<file path="config.mk">
export PLATFORM = sky130hd
export DESIGN_NAME = wdt_top
export DESIGN_NICKNAME = d
export VERILOG_FILES = /design/src/hdl/wdt_pkg.sv /design/src/hdl/wdt_divider.sv /design/src/hdl/wdt_top.sv
export SDC_FILE = /design/constraint.sdc
export NUM_CORES = 1
export LEC_CHECK = 0
export BUFFER_PORTS_ARGS = -buffer_cell sky130_fd_sc_hd__clkbuf_2
export CORE_MARGIN = 3
export CORE_UTILIZATION = 50
export DETAILED_ROUTE_END_ITERATION = 8
export MAX_ROUTING_LAYER = met4
export PLACE_DENSITY = 0.8
export SETUP_SLACK_MARGIN = 0.1
export SLEW_MARGIN = 10
export SYNTH_ARGS = -nofsm -noshare
export SYNTH_HDL_FRONTEND = slang
export SYNTH_SLANG_ARGS = --single-unit
</file>
<file path="constraint.sdc">
create_clock -name clk -period 1.9 [get_ports clk]
set_input_delay 0.38 -clock clk [delete_from_list [all_inputs] [get_ports clk]]
set_output_delay 0.38 -clock clk [all_outputs]
set_load 0.05 [all_outputs]
</file>
<file path="src/hdl/wdt_pkg.sv">
// Constants and register layout for the watchdog timer block
package wdt_pkg;
    localparam logic [7:0] WDT_CTRL_ADDR = 8'hE1;
    localparam logic [7:0] WDT_CTRL_RESET = 8'h07;
    localparam int WDT_BIT_FLAG = 7;
    localparam int WDT_BIT_RSVD = 6;
    localparam int WDT_BIT_EN = 5;
    localparam int WDT_BIT_CLR = 4;
    localparam int WDT_BIT_IDLE = 3;
    localparam int WDT_PS_MSB = 2;
    localparam int WDT_PS_LSB = 0;
    localparam int WDT_CNT_WIDTH = 15;
    localparam int WDT_PRE_WIDTH = 8;
    localparam int WDT_PS_WIDTH = 3;
    localparam int WDT_BASE_DIV = 12;
endpackage

</file>
<file path="src/hdl/wdt_divider.sv">
// Divide-by-N enable pulse generator
`timescale 1ns/1ps
`default_nettype none
module wdt_divider #(
    parameter int DIV = 12
) (
    input wire logic clk,
    input wire logic reset_n,
    input wire logic run,
    output logic tick
);
    localparam int CW = (DIV > 1) ? $clog2(DIV) : 1;
    localparam logic [CW-1:0] LAST = CW'(DIV - 1);
    logic [CW-1:0] cnt_ff;
    logic [CW-1:0] nxt_cnt;

    initial begin
        if (DIV < 2) begin
            $error("wdt_divider: DIV must be at least 2");
        end
    end

    // Wrap at the last count while running
    assign tick = run && (cnt_ff == LAST);
    assign nxt_cnt = !run ? cnt_ff : (tick ? '0 : cnt_ff + CW'(1));

    // Count register
    always_ff @(posedge clk or negedge reset_n) begin
        if (!reset_n) begin
            cnt_ff <= '0;
        end else begin
            cnt_ff <= nxt_cnt;
        end
    end
endmodule
`default_nettype wire

</file>
<file path="src/hdl/wdt_top.sv">
// Watchdog timer with one-time enable and option write lock
`timescale 1ns/1ps
`default_nettype none
module wdt_top
    import wdt_pkg::*;
#(
    parameter int CNT_WIDTH = WDT_CNT_WIDTH,
    parameter int PRE_WIDTH = WDT_PRE_WIDTH,
    parameter int BASE_DIV = WDT_BASE_DIV
) (
    input wire logic clk,
    input wire logic reset_n,
    input wire logic [7:0] sfr_addr,
    input wire logic [7:0] sfr_wdata,
    input wire logic sfr_wr,
    input wire logic sfr_rd,
    output logic [7:0] sfr_rdata,
    output logic sfr_sel,
    input wire logic cpu_idle,
    input wire logic option_auto_enable,
    input wire logic option_idle_count,
    input wire logic [WDT_PS_WIDTH-1:0] option_prescale_code,
    input wire logic option_write_protect,
    input wire logic option_always_count_idle,
    output logic watchdog_reset,
    output logic watchdog_running
);
    initial begin
        if (CNT_WIDTH < 2 || PRE_WIDTH != (1 << WDT_PS_WIDTH)) begin
            $error("wdt_top: unsupported counter or prescaler width");
        end
    end

    // Power-on reset is the only reset of this block
    // Options and idle come from the same clock domain as fuse latches

    logic watchdog_reset_flag_ff;
    logic watchdog_enable_once_ff;
    logic idle_count_enable_ff;
    logic [WDT_PS_WIDTH-1:0] prescale_select_ff;
    logic load_done_ff;
    logic lock_ff;
    logic [PRE_WIDTH-1:0] pre_ff;
    logic [CNT_WIDTH-1:0] cnt_ff;
    logic reset_ff;

    logic nxt_flag;
    logic nxt_enable;
    logic nxt_idle;
    logic [WDT_PS_WIDTH-1:0] nxt_ps;
    logic [PRE_WIDTH-1:0] nxt_pre;
    logic [CNT_WIDTH-1:0] nxt_cnt;

    wire hit = (sfr_addr == WDT_CTRL_ADDR);
    wire wr_hit = sfr_wr && hit && load_done_ff;
    wire clr_req = wr_hit && sfr_wdata[WDT_BIT_CLR];
    wire wr_free = wr_hit && !lock_ff;
    wire base_tick;
    wire pre_tick;
    wire cnt_wrap;
    wire may_count;
    wire [PRE_WIDTH-1:0] pre_mask;

    // Bus decode and read data
    assign sfr_sel = hit && (sfr_wr || sfr_rd);
    always_ff @(posedge clk or negedge reset_n) begin
        if (!reset_n) begin
            sfr_rdata <= '0;
        end else if (sfr_rd && hit) begin
            sfr_rdata <= {watchdog_reset_flag_ff, 1'b0,
                          watchdog_enable_once_ff, 1'b0,
                          idle_count_enable_ff, prescale_select_ff};
        end else begin
            sfr_rdata <= '0;
        end
    end

    // Counting allowed when enabled and idle permits
    assign may_count = watchdog_enable_once_ff &&
        (!cpu_idle || idle_count_enable_ff ||
         option_always_count_idle);
    assign watchdog_running = watchdog_enable_once_ff;

    // Divide by twelve base tick; frozen if clock stops
    wdt_divider #(
        .DIV(BASE_DIV)
    ) u_base_div (
        .clk(clk),
        .reset_n(reset_n),
        .run(may_count),
        .tick(base_tick)
    );

    // Prescaler: select 2^(code+1) using low bits mask
    assign pre_mask = PRE_WIDTH'((9'h002 << prescale_select_ff) - 9'h001);
    assign pre_tick = base_tick && ((pre_ff & pre_mask) == pre_mask);
    assign nxt_pre = base_tick ? pre_ff + PRE_WIDTH'(1) : pre_ff;

    // Main counter, wraps from all ones
    assign cnt_wrap = pre_tick && (&cnt_ff);
    always_comb begin
        nxt_cnt = cnt_ff;
        if (clr_req) begin
            nxt_cnt = '0;
        end else if (pre_tick) begin
            nxt_cnt = cnt_ff + CNT_WIDTH'(1);
        end
    end

    // Control field next values
    always_comb begin
        nxt_flag = watchdog_reset_flag_ff;
        nxt_enable = watchdog_enable_once_ff;
        nxt_idle = idle_count_enable_ff;
        nxt_ps = prescale_select_ff;
        if (!load_done_ff) begin
            if (option_auto_enable) begin
                nxt_enable = 1'b1;
                nxt_idle = option_idle_count;
                nxt_ps = option_prescale_code;
            end
        end else if (wr_free) begin
            // Bit six ignored, software keeps it zero
            nxt_flag = sfr_wdata[WDT_BIT_FLAG] &&
                       watchdog_reset_flag_ff;
            nxt_enable = watchdog_enable_once_ff ||
                         sfr_wdata[WDT_BIT_EN];
            nxt_idle = sfr_wdata[WDT_BIT_IDLE];
            nxt_ps = sfr_wdata[WDT_PS_MSB:WDT_PS_LSB];
        end
        if (cnt_wrap) begin
            nxt_flag = 1'b1;
        end
    end

    // Power-on value of the register
    always_ff @(posedge clk or negedge reset_n) begin
        if (!reset_n) begin
            watchdog_reset_flag_ff <= WDT_CTRL_RESET[WDT_BIT_FLAG];
            watchdog_enable_once_ff <= WDT_CTRL_RESET[WDT_BIT_EN];
            idle_count_enable_ff <= WDT_CTRL_RESET[WDT_BIT_IDLE];
            prescale_select_ff <= WDT_CTRL_RESET[WDT_PS_MSB:WDT_PS_LSB];
        end else begin
            watchdog_reset_flag_ff <= nxt_flag;
            watchdog_enable_once_ff <= nxt_enable;
            idle_count_enable_ff <= nxt_idle;
            prescale_select_ff <= nxt_ps;
        end
    end

    // Option capture after release, write lock latched
    always_ff @(posedge clk or negedge reset_n) begin
        if (!reset_n) begin
            load_done_ff <= 1'b0;
            lock_ff <= 1'b0;
        end else if (!load_done_ff) begin
            load_done_ff <= 1'b1;
            lock_ff <= option_auto_enable && option_write_protect;
        end
    end

    // Counters and reset pulse
    always_ff @(posedge clk or negedge reset_n) begin
        if (!reset_n) begin
            pre_ff <= '0;
            cnt_ff <= '0;
            reset_ff <= 1'b0;
        end else begin
            pre_ff <= clr_req ? '0 : nxt_pre;
            cnt_ff <= nxt_cnt;
            reset_ff <= cnt_wrap;
        end
    end

    // One-cycle system reset request
    assign watchdog_reset = reset_ff;
endmodule
`default_nettype wire

</file>
==> results.py, run 1 <==
metrics = {
    "worst_setup_path": {
        "path_class": "reg2reg",
        "cp-start-kind": "flop",
        "slowest_stage": "or4_1",
        "path_max_fanout": 29,
        "required_ns": 2.13,
        "slowest_delay_ns": 0.49,
        "cp_data_arrival_time_ns": 2.05,
        "end_kind": "flop",
        "crit_chain": "nor3_2, a221oi_1, a211o_1, buf_12, or4_1, a21oi_1",
    },
    "floorplanning": {
        "die_y_um": 72.10,
        "die_x_um": 72.10,
        "num_rows": 23,
        "initial_core_util": 0.5309,
        "io_pins": 39,
        "coreArea_um2": 4115,
        "die_area_um2": 5198,
    },
    "clock_tree": {
        "h-tree-depth": 2,
        "cts_buffers": 5,
        "clock-sinks": 42,
        "cts_tree": "yes",
        "clock_latency_ns": 0.30,
        "clk_transition_reported_paths_ns": 0.08,
        "cts_buffer_depth": 2,
        "root_buffer": "clkbuf_8",
    },
    "global_route": {
        "grt.met3_usage": 0.04571,
        "antenna_found_initial": 0,
        "grt_pass1_vias": 1888,
        "grt_max_degree": 43,
        "grt_busiest_layer": "met2",
        "use_met1": 0.2593,
        "grt.total_usage": 0.2129,
        "grt_remaining_overflow": 0,
        "grt_util_met2": 0.3539,
        "grt_pass1_wl_um": 8438,
    },
    "synth": {
        "ys_ff_latch": 42,
        "synth.avg_cell_area_um2": 9.796,
        "synth_commonest_cells": "dfrtp_1, nand2_1, a21oi_1, nor2_1, o21ai_0",
        "synth_area_leaders": "dfrtp_1, o31ai_1, dfstp_2",
        "synth.most_common_cell": "dfrtp_1",
        "synth_area_um2": 2185,
        "synth_edf_count": 0,
        "ys.flop_type": "dfrtp_1",
        "async_flop_share": 1.000,
        "yosysTopAreaCell": "dfrtp_1",
        "yosysWarnings": 0,
        "syn_inst": 223,
        "ys_seq_area_frac": 0.4828,
        "yosysUniqueCellTypes": 43,
        "synth_top_area_share": 0.4467,
    },
    "sta": {
        "post-route-period-util": 0.9594,
        "finalClockSkew_ns": 0.005557,
        "rsz0062_at_grt": "true",
        "fmax_mhz": 548.6,
        "postLayoutSetupSlackWorst_ns": 0.07722,
        "maxSlewHeadroom": 0.5561,
        "fin_crit_ns": 1.823,
        "final-hold-violation-count": 0,
        "setup_violations": 0,
        "worst_pin_slew_ns": 0.6473,
        "final_max_slew_viol_count": 0,
    },
    "finish": {
        "final_core_utilization": 0.6750,
        "multiInputGateArea_um2": 1145,
        "final-seq-area_um2": 1056,
        "antenna_cells": 0,
        "final_area_um2": 2778,
        "final_cell_count_no_fill": 324,
        "synthToLayoutAreaGrowth_pct": 27.15,
        "n_fill_cell": 323,
        "drive_above_1_share": 0.3613,
        "finalNetCount": 304,
    },
    "power": {
        "p_per_area_nw_per_um2": 854.1,
        "p_sw_frac": 0.2989,
        "switchingPower_uw": 709.2,
        "sequentialPowerShare": 0.471,
        "power_leakage_nw": 1.290,
        "p_int_mw": 1.663,
        "power_mw": 2.372,
        "clkPwrFrac": 0.296,
        "ir_drop_v": 0.0005673,
        "pwr-share-comb": 0.233,
    },
    "placement": {
        "place_area_um2": 2524,
        "placed_cells": 313,
        "post-dp-hpwl_um": 3268,
        "dp_slack_ns": -0.08506,
        "gp_congestion": 0.8302,
        "numPortBuffers": 35,
    },
    "route": {
        "drtIter0Drc": 141,
        "dr_total_vias": 1903,
        "vias_per_cell": 5.873,
        "drc": 0,
        "first_pass_iters": 4,
        "wl_per_cell_um": 15.27,
        "ant_nets": 0,
        "wirelength_um": 4948,
    },
    "run": {
        "cap_violations": 0,
    },
    "min_path": {
        "hp-class": "in2async",
    },
    "run_status": {
        "outcome": "finished, final reports clean",
    },
}
==> critical path: cells and delay by family, from the launching register on <==
kind	cells	cell delay, ns
AO/OA/AOI/OAI	3	0.48
flip-flops	1	0.41
buffers and inverters	1	0.17
AND/OR/NAND/NOR	2	0.68
==> what timing repair did <==
item / 4_1_cts / 5_1_grt
setup buffers: 0 / 2
gates cloned: 1 / 0
setup endpoints to repair: 15 / 18
resized for setup: 8 / 20
hold buffers: 0 / 0
pin swaps: 2 / 2
==> metrics by stage <==
step	setup TNS, ns	hold slack, ns
CTS	0	0.04885
global route	-0.08727	0.05702
global placement	-0.09169	0.3739
floorplan	0	0.08441
detailed placement	-0.1212	0.3753
finish	0	0.04395
==> worst paths after layout <==
check / from / to / slack, ns / cells past startpoint
max in group asynchronous: reset_n / prescale_select_ff[1]$_DFFE_PN1P_ / 1.60 / 2
setup / recovery: prescale_select_ff[2]$_DFFE_PN1P_ / cnt_ff[8]$_DFFE_PN0P_ / 0.08 / 6
min in group clk: option_write_protect / lock_ff$_DFFE_PN0N_ / 0.32 / 3
setup reg to reg: prescale_select_ff[2]$_DFFE_PN1P_ / cnt_ff[8]$_DFFE_PN0P_ / 0.08 / 6
hold reg to reg: prescale_select_ff[1]$_DFFE_PN1P_ / prescale_select_ff[1]$_DFFE_PN1P_ / 0.53 / 2
hold / removal: reset_n / cnt_ff[9]$_DFFE_PN0P_ / 0.04 / 2
==> sequential cells by signal (all words and copies together) (netlist names) <==
signal / count
u_base_div.cnt_ff: 4
cnt_ff: 15
pre_ff: 8
lock_ff: 1
watchdog_reset_flag_ff: 1
load_done_ff: 1
idle_count_enable_ff: 1
watchdog_running: 1
prescale_select_ff: 3
watchdog_reset: 1
sfr_rdata: 6
==> cell families (layout without fill, tap and decap cells) <==
family,after synthesis,count (layout),synth area share
and+or+nand+nor,94,95,0.2429
other,2,3,0.003438
buffers and inverters,19,68,0.05097
xor gates and xnor gates,6,6,0.02405
adders and majority gates,3,3,0.01718
muxes,9,9,0.04238
AOI/OAI and AO/OA,48,48,0.1363
DFF,42,42,0.4828
==> routing by layer <==
metal | up-vias | part of all wire | routed length, µm
met3 | 8 | 0.038 | 190
met5 | - | 0 | 0
met2 | 44 | 0.50 | 2465
met4 | 0 | 0.018 | 87
li1 | 909 | - | -
met1 | 942 | 0.45 | 2206
==> cell type report <==
type                            instances  share of cell area
Clock inverter                          2             0.01351
Sequential cell                        42              0.3802
Timing Repair Buffer                   54              0.1374
Multi-Input combinational cell        164              0.4122
Inverter                                6            0.008108
Clock buffer                            6             0.02613
Tap cell                               50             0.02252
==> placed cells by master (no fill, tap or decap), drive strengths merged, types with 5 or more instances in the layout <==
master  instances
dfrtp          39
xor2            5
inv             6
clkbuf         40
o21ai          13
nand3          12
nor2           15
nand2          21
buf            20
mux2i           7
o31ai          12
a21oi          17
and3           12
nand4           5
or4            12
==> power by group through the flow <==
stage / registers [mW] / clock network, mW / logic, mW
2_1_floorplan: 1.10 / 0 / 0.306
3_3_place_gp: 1.11 / 0 / 0.455
3_5_place_dp: 1.11 / 0 / 0.477
4_1_cts: 1.10 / 0.713 / 0.487
5_1_grt: 1.13 / 0.758 / 0.623
6_report: 1.12 / 0.703 / 0.553
Power figures use the tool's default switching activity.
==> inputs of run 2 (changes only) <==
--- a/config.mk
+++ b/config.mk
@@ -10,4 +10,5 @@
 export CORE_UTILIZATION = 50
 export DETAILED_ROUTE_END_ITERATION = 8
+export HOLD_SLACK_MARGIN = 0.1
 export MAX_ROUTING_LAYER = met4
 export PLACE_DENSITY = 0.8
==> constraint.sdc (replaced) <==
create_clock -name clk -period 1.9 [get_ports clk]
set_input_delay 0.38 -clock clk [delete_from_list [all_inputs] [get_ports clk]]
set_output_delay 0.38 -clock clk [all_outputs]
set_load 0.02 [all_outputs]
==> results.py, run 2 (synthesized netlist as in run 1, its figures left out) <==
metrics = {
    "finish": {
        "largest-register": "cnt_ff",
        "drive_above_1_share": 0.3285,
        "largest_reg_flops": 15,
        "synthToLayoutAreaGrowth_pct": 22.51,
        "top_regs": "cnt_ff (15), pre_ff (8), sfr_rdata (6)",
        "n_fill_cell": 321,
        "layout_commonest_cell": "dfrtp_1",
        "finalNetCount": 304,
        "final_cell_mix": "dfrtp_1, clkbuf_2, nand2_1",
        "final-seq-area_um2": 1055,
        "antenna_cells": 0,
        "multiInputGateArea_um2": 1100,
    },
    "clock_tree": {
        "clock-sinks": 42,
        "clk_transition_reported_paths_ns": 0.08,
        "root_buffer": "clkbuf_8",
        "h-tree-depth": 2,
        "cts_tree": "yes",
        "cts_buffer_depth": 2,
        "clock_latency_ns": 0.29,
        "cts_buffers": 5,
        "cts_hold_buf": 0,
    },
    "worst_setup_path": {
        "end_kind": "flop",
        "cp_data_arrival_time_ns": 2.05,
        "critPathBufInv": 0,
        "r2r-end": "cnt_ff[11]$_DFFE_PN0P_",
        "r2r_slack_ns": 0.07,
        "crit_chain": "ha_2, and3b_2, and3_4, nand2_4, or4_1, a21oi_2",
        "path_max_fanout": 15,
        "slowest_stage": "or4_1",
        "r2r-start": "u_base_div.cnt_ff[1]$_DFFE_PN0P_",
        "cp_top_family": "simple AND/OR/NAND/NOR gates",
        "cp-start-kind": "flop",
        "required_ns": 2.12,
        "slowest_delay_ns": 0.46,
        "path_class": "reg2reg",
        "crit_cells": 6,
        "ff2ff_path_depth": 6,
    },
    "route": {
        "wl_per_cell_um": 14.82,
        "drtIter0Drc": 121,
        "ant_nets": 0,
        "vias_per_cell": 5.759,
        "first_pass_iters": 4,
        "dr_total_vias": 1866,
        "drc": 0,
        "wirelength_um": 4801,
    },
    "power": {
        "p_sw_frac": 0.3044,
        "sequentialPowerShare": 0.500,
        "p_int_mw": 1.552,
        "power_mw": 2.231,
        "clkPwrFrac": 0.264,
        "ir_drop_v": 0.0005912,
        "power_leakage_nw": 1.269,
        "p_per_area_nw_per_um2": 833.5,
        "pwr-share-comb": 0.236,
        "switchingPower_uw": 679.0,
    },
    "sta": {
        "finalClockSkew_ns": 0.001780,
        "setup_violations": 0,
        "rsz0062_at_grt": "true",
        "worst_pin_slew_ns": 0.5896,
        "maxSlewHeadroom": 0.5957,
        "final-hold-violation-count": 0,
        "post-route-period-util": 0.9613,
        "fmax_mhz": 547.5,
        "final_max_slew_viol_count": 0,
        "postLayoutSetupSlackWorst_ns": 0.07357,
        "fin_crit_ns": 1.826,
    },
    "floorplanning": {
        "num_rows": 23,
        "initial_core_util": 0.5309,
        "die_y_um": 72.10,
        "die_area_um2": 5198,
        "coreArea_um2": 4115,
        "die_x_um": 72.10,
        "io_pins": 39,
    },
    "placement": {
        "numPortBuffers": 35,
        "gp_congestion": 0.7795,
        "dp_slack_ns": -0.04246,
        "post-dp-hpwl_um": 3053,
    },
    "global_route": {
        "grt_max_degree": 43,
        "grt_pass1_wl_um": 8038,
        "antenna_found_initial": 0,
        "grt.total_usage": 0.2022,
        "grt_remaining_overflow": 0,
        "grt_pass1_vias": 1791,
    },
    "run": {
        "cap_violations": 0,
    },
    "min_path": {
        "hp-class": "in2async",
    },
    "run_status": {
        "outcome": "finished, final reports clean",
    },
}
==> run 2: per-layer routing <==
layer,share of wire,track usage
met5,0,-
met4,0.0092,0.05010
met3,0.055,0.04571
met2,0.51,0.3195
met1,0.43,0.2654
==> run 2: final cells by class <==
class                   instances  area share
multi-input cells             164      0.4109
clock inverters                 1    0.001870
inverters                       6    0.008415
clock buffers                   7     0.03226
repair buffers                 54      0.1290
well taps                      50     0.02338
flip-flops and latches         42      0.3941
==> run 2: how the worst max path moves through the flow <==
| stage | startpoint | to | slack [ns] |
|---|---|---|---|
| CTS | prescale_select_ff[2]$_DFFE_PN1P_ | cnt_ff[12]$_DFFE_PN0P_ | 0.09 |
| detailed placement | sfr_addr[1] | watchdog_reset_flag_ff$_DFFE_PN0P_ | -0.04 |
| floorplan | sfr_addr[1] | sfr_sel | 0.08 |
| global route | u_base_div.cnt_ff[1]$_DFFE_PN0P_ | cnt_ff[11]$_DFFE_PN0P_ | -0.003 |
| finish | u_base_div.cnt_ff[1]$_DFFE_PN0P_ | cnt_ff[11]$_DFFE_PN0P_ | 0.07 |
| global placement | sfr_addr[1] | watchdog_reset_flag_ff$_DFFE_PN0P_ | 0.02 |
==> run 2: what timing repair did <==
item                       CTS  global route
gates cloned                 1             0
setup endpoints to repair   15            18
gates resized for setup      4            14
pin swaps                    1             5
setup buffers                3             4
==> run 2: power groups by stage <==
stage | Sequential (mW) | Clock, mW | Combinational, mW
2_1_floorplan | 1.10 | 0 | 0.300
3_3_place_gp | 1.12 | 0 | 0.403
3_5_place_dp | 1.13 | 0 | 0.424
4_1_cts | 1.10 | 0.599 | 0.490
5_1_grt | 1.12 | 0.646 | 0.594
6_report | 1.11 | 0.589 | 0.527
==> run 2: per-stage QoR <==
stage	hold WS, ns	area [µm²]	util	TNS (ns)	std cells
6_report	0.1406	2676	0.6504	0	324
5_1_grt	0.1895	2676	0.6504	-0.003072	324
4_1_cts	0.1655	2596	0.6309	0	320
3_5_place_dp	0.4777	2465	0.5990	-0.04246	308
3_3_place_gp	0.4803	2465	0.5990	0	308
2_1_floorplan	0.08441	2201	-	0	224
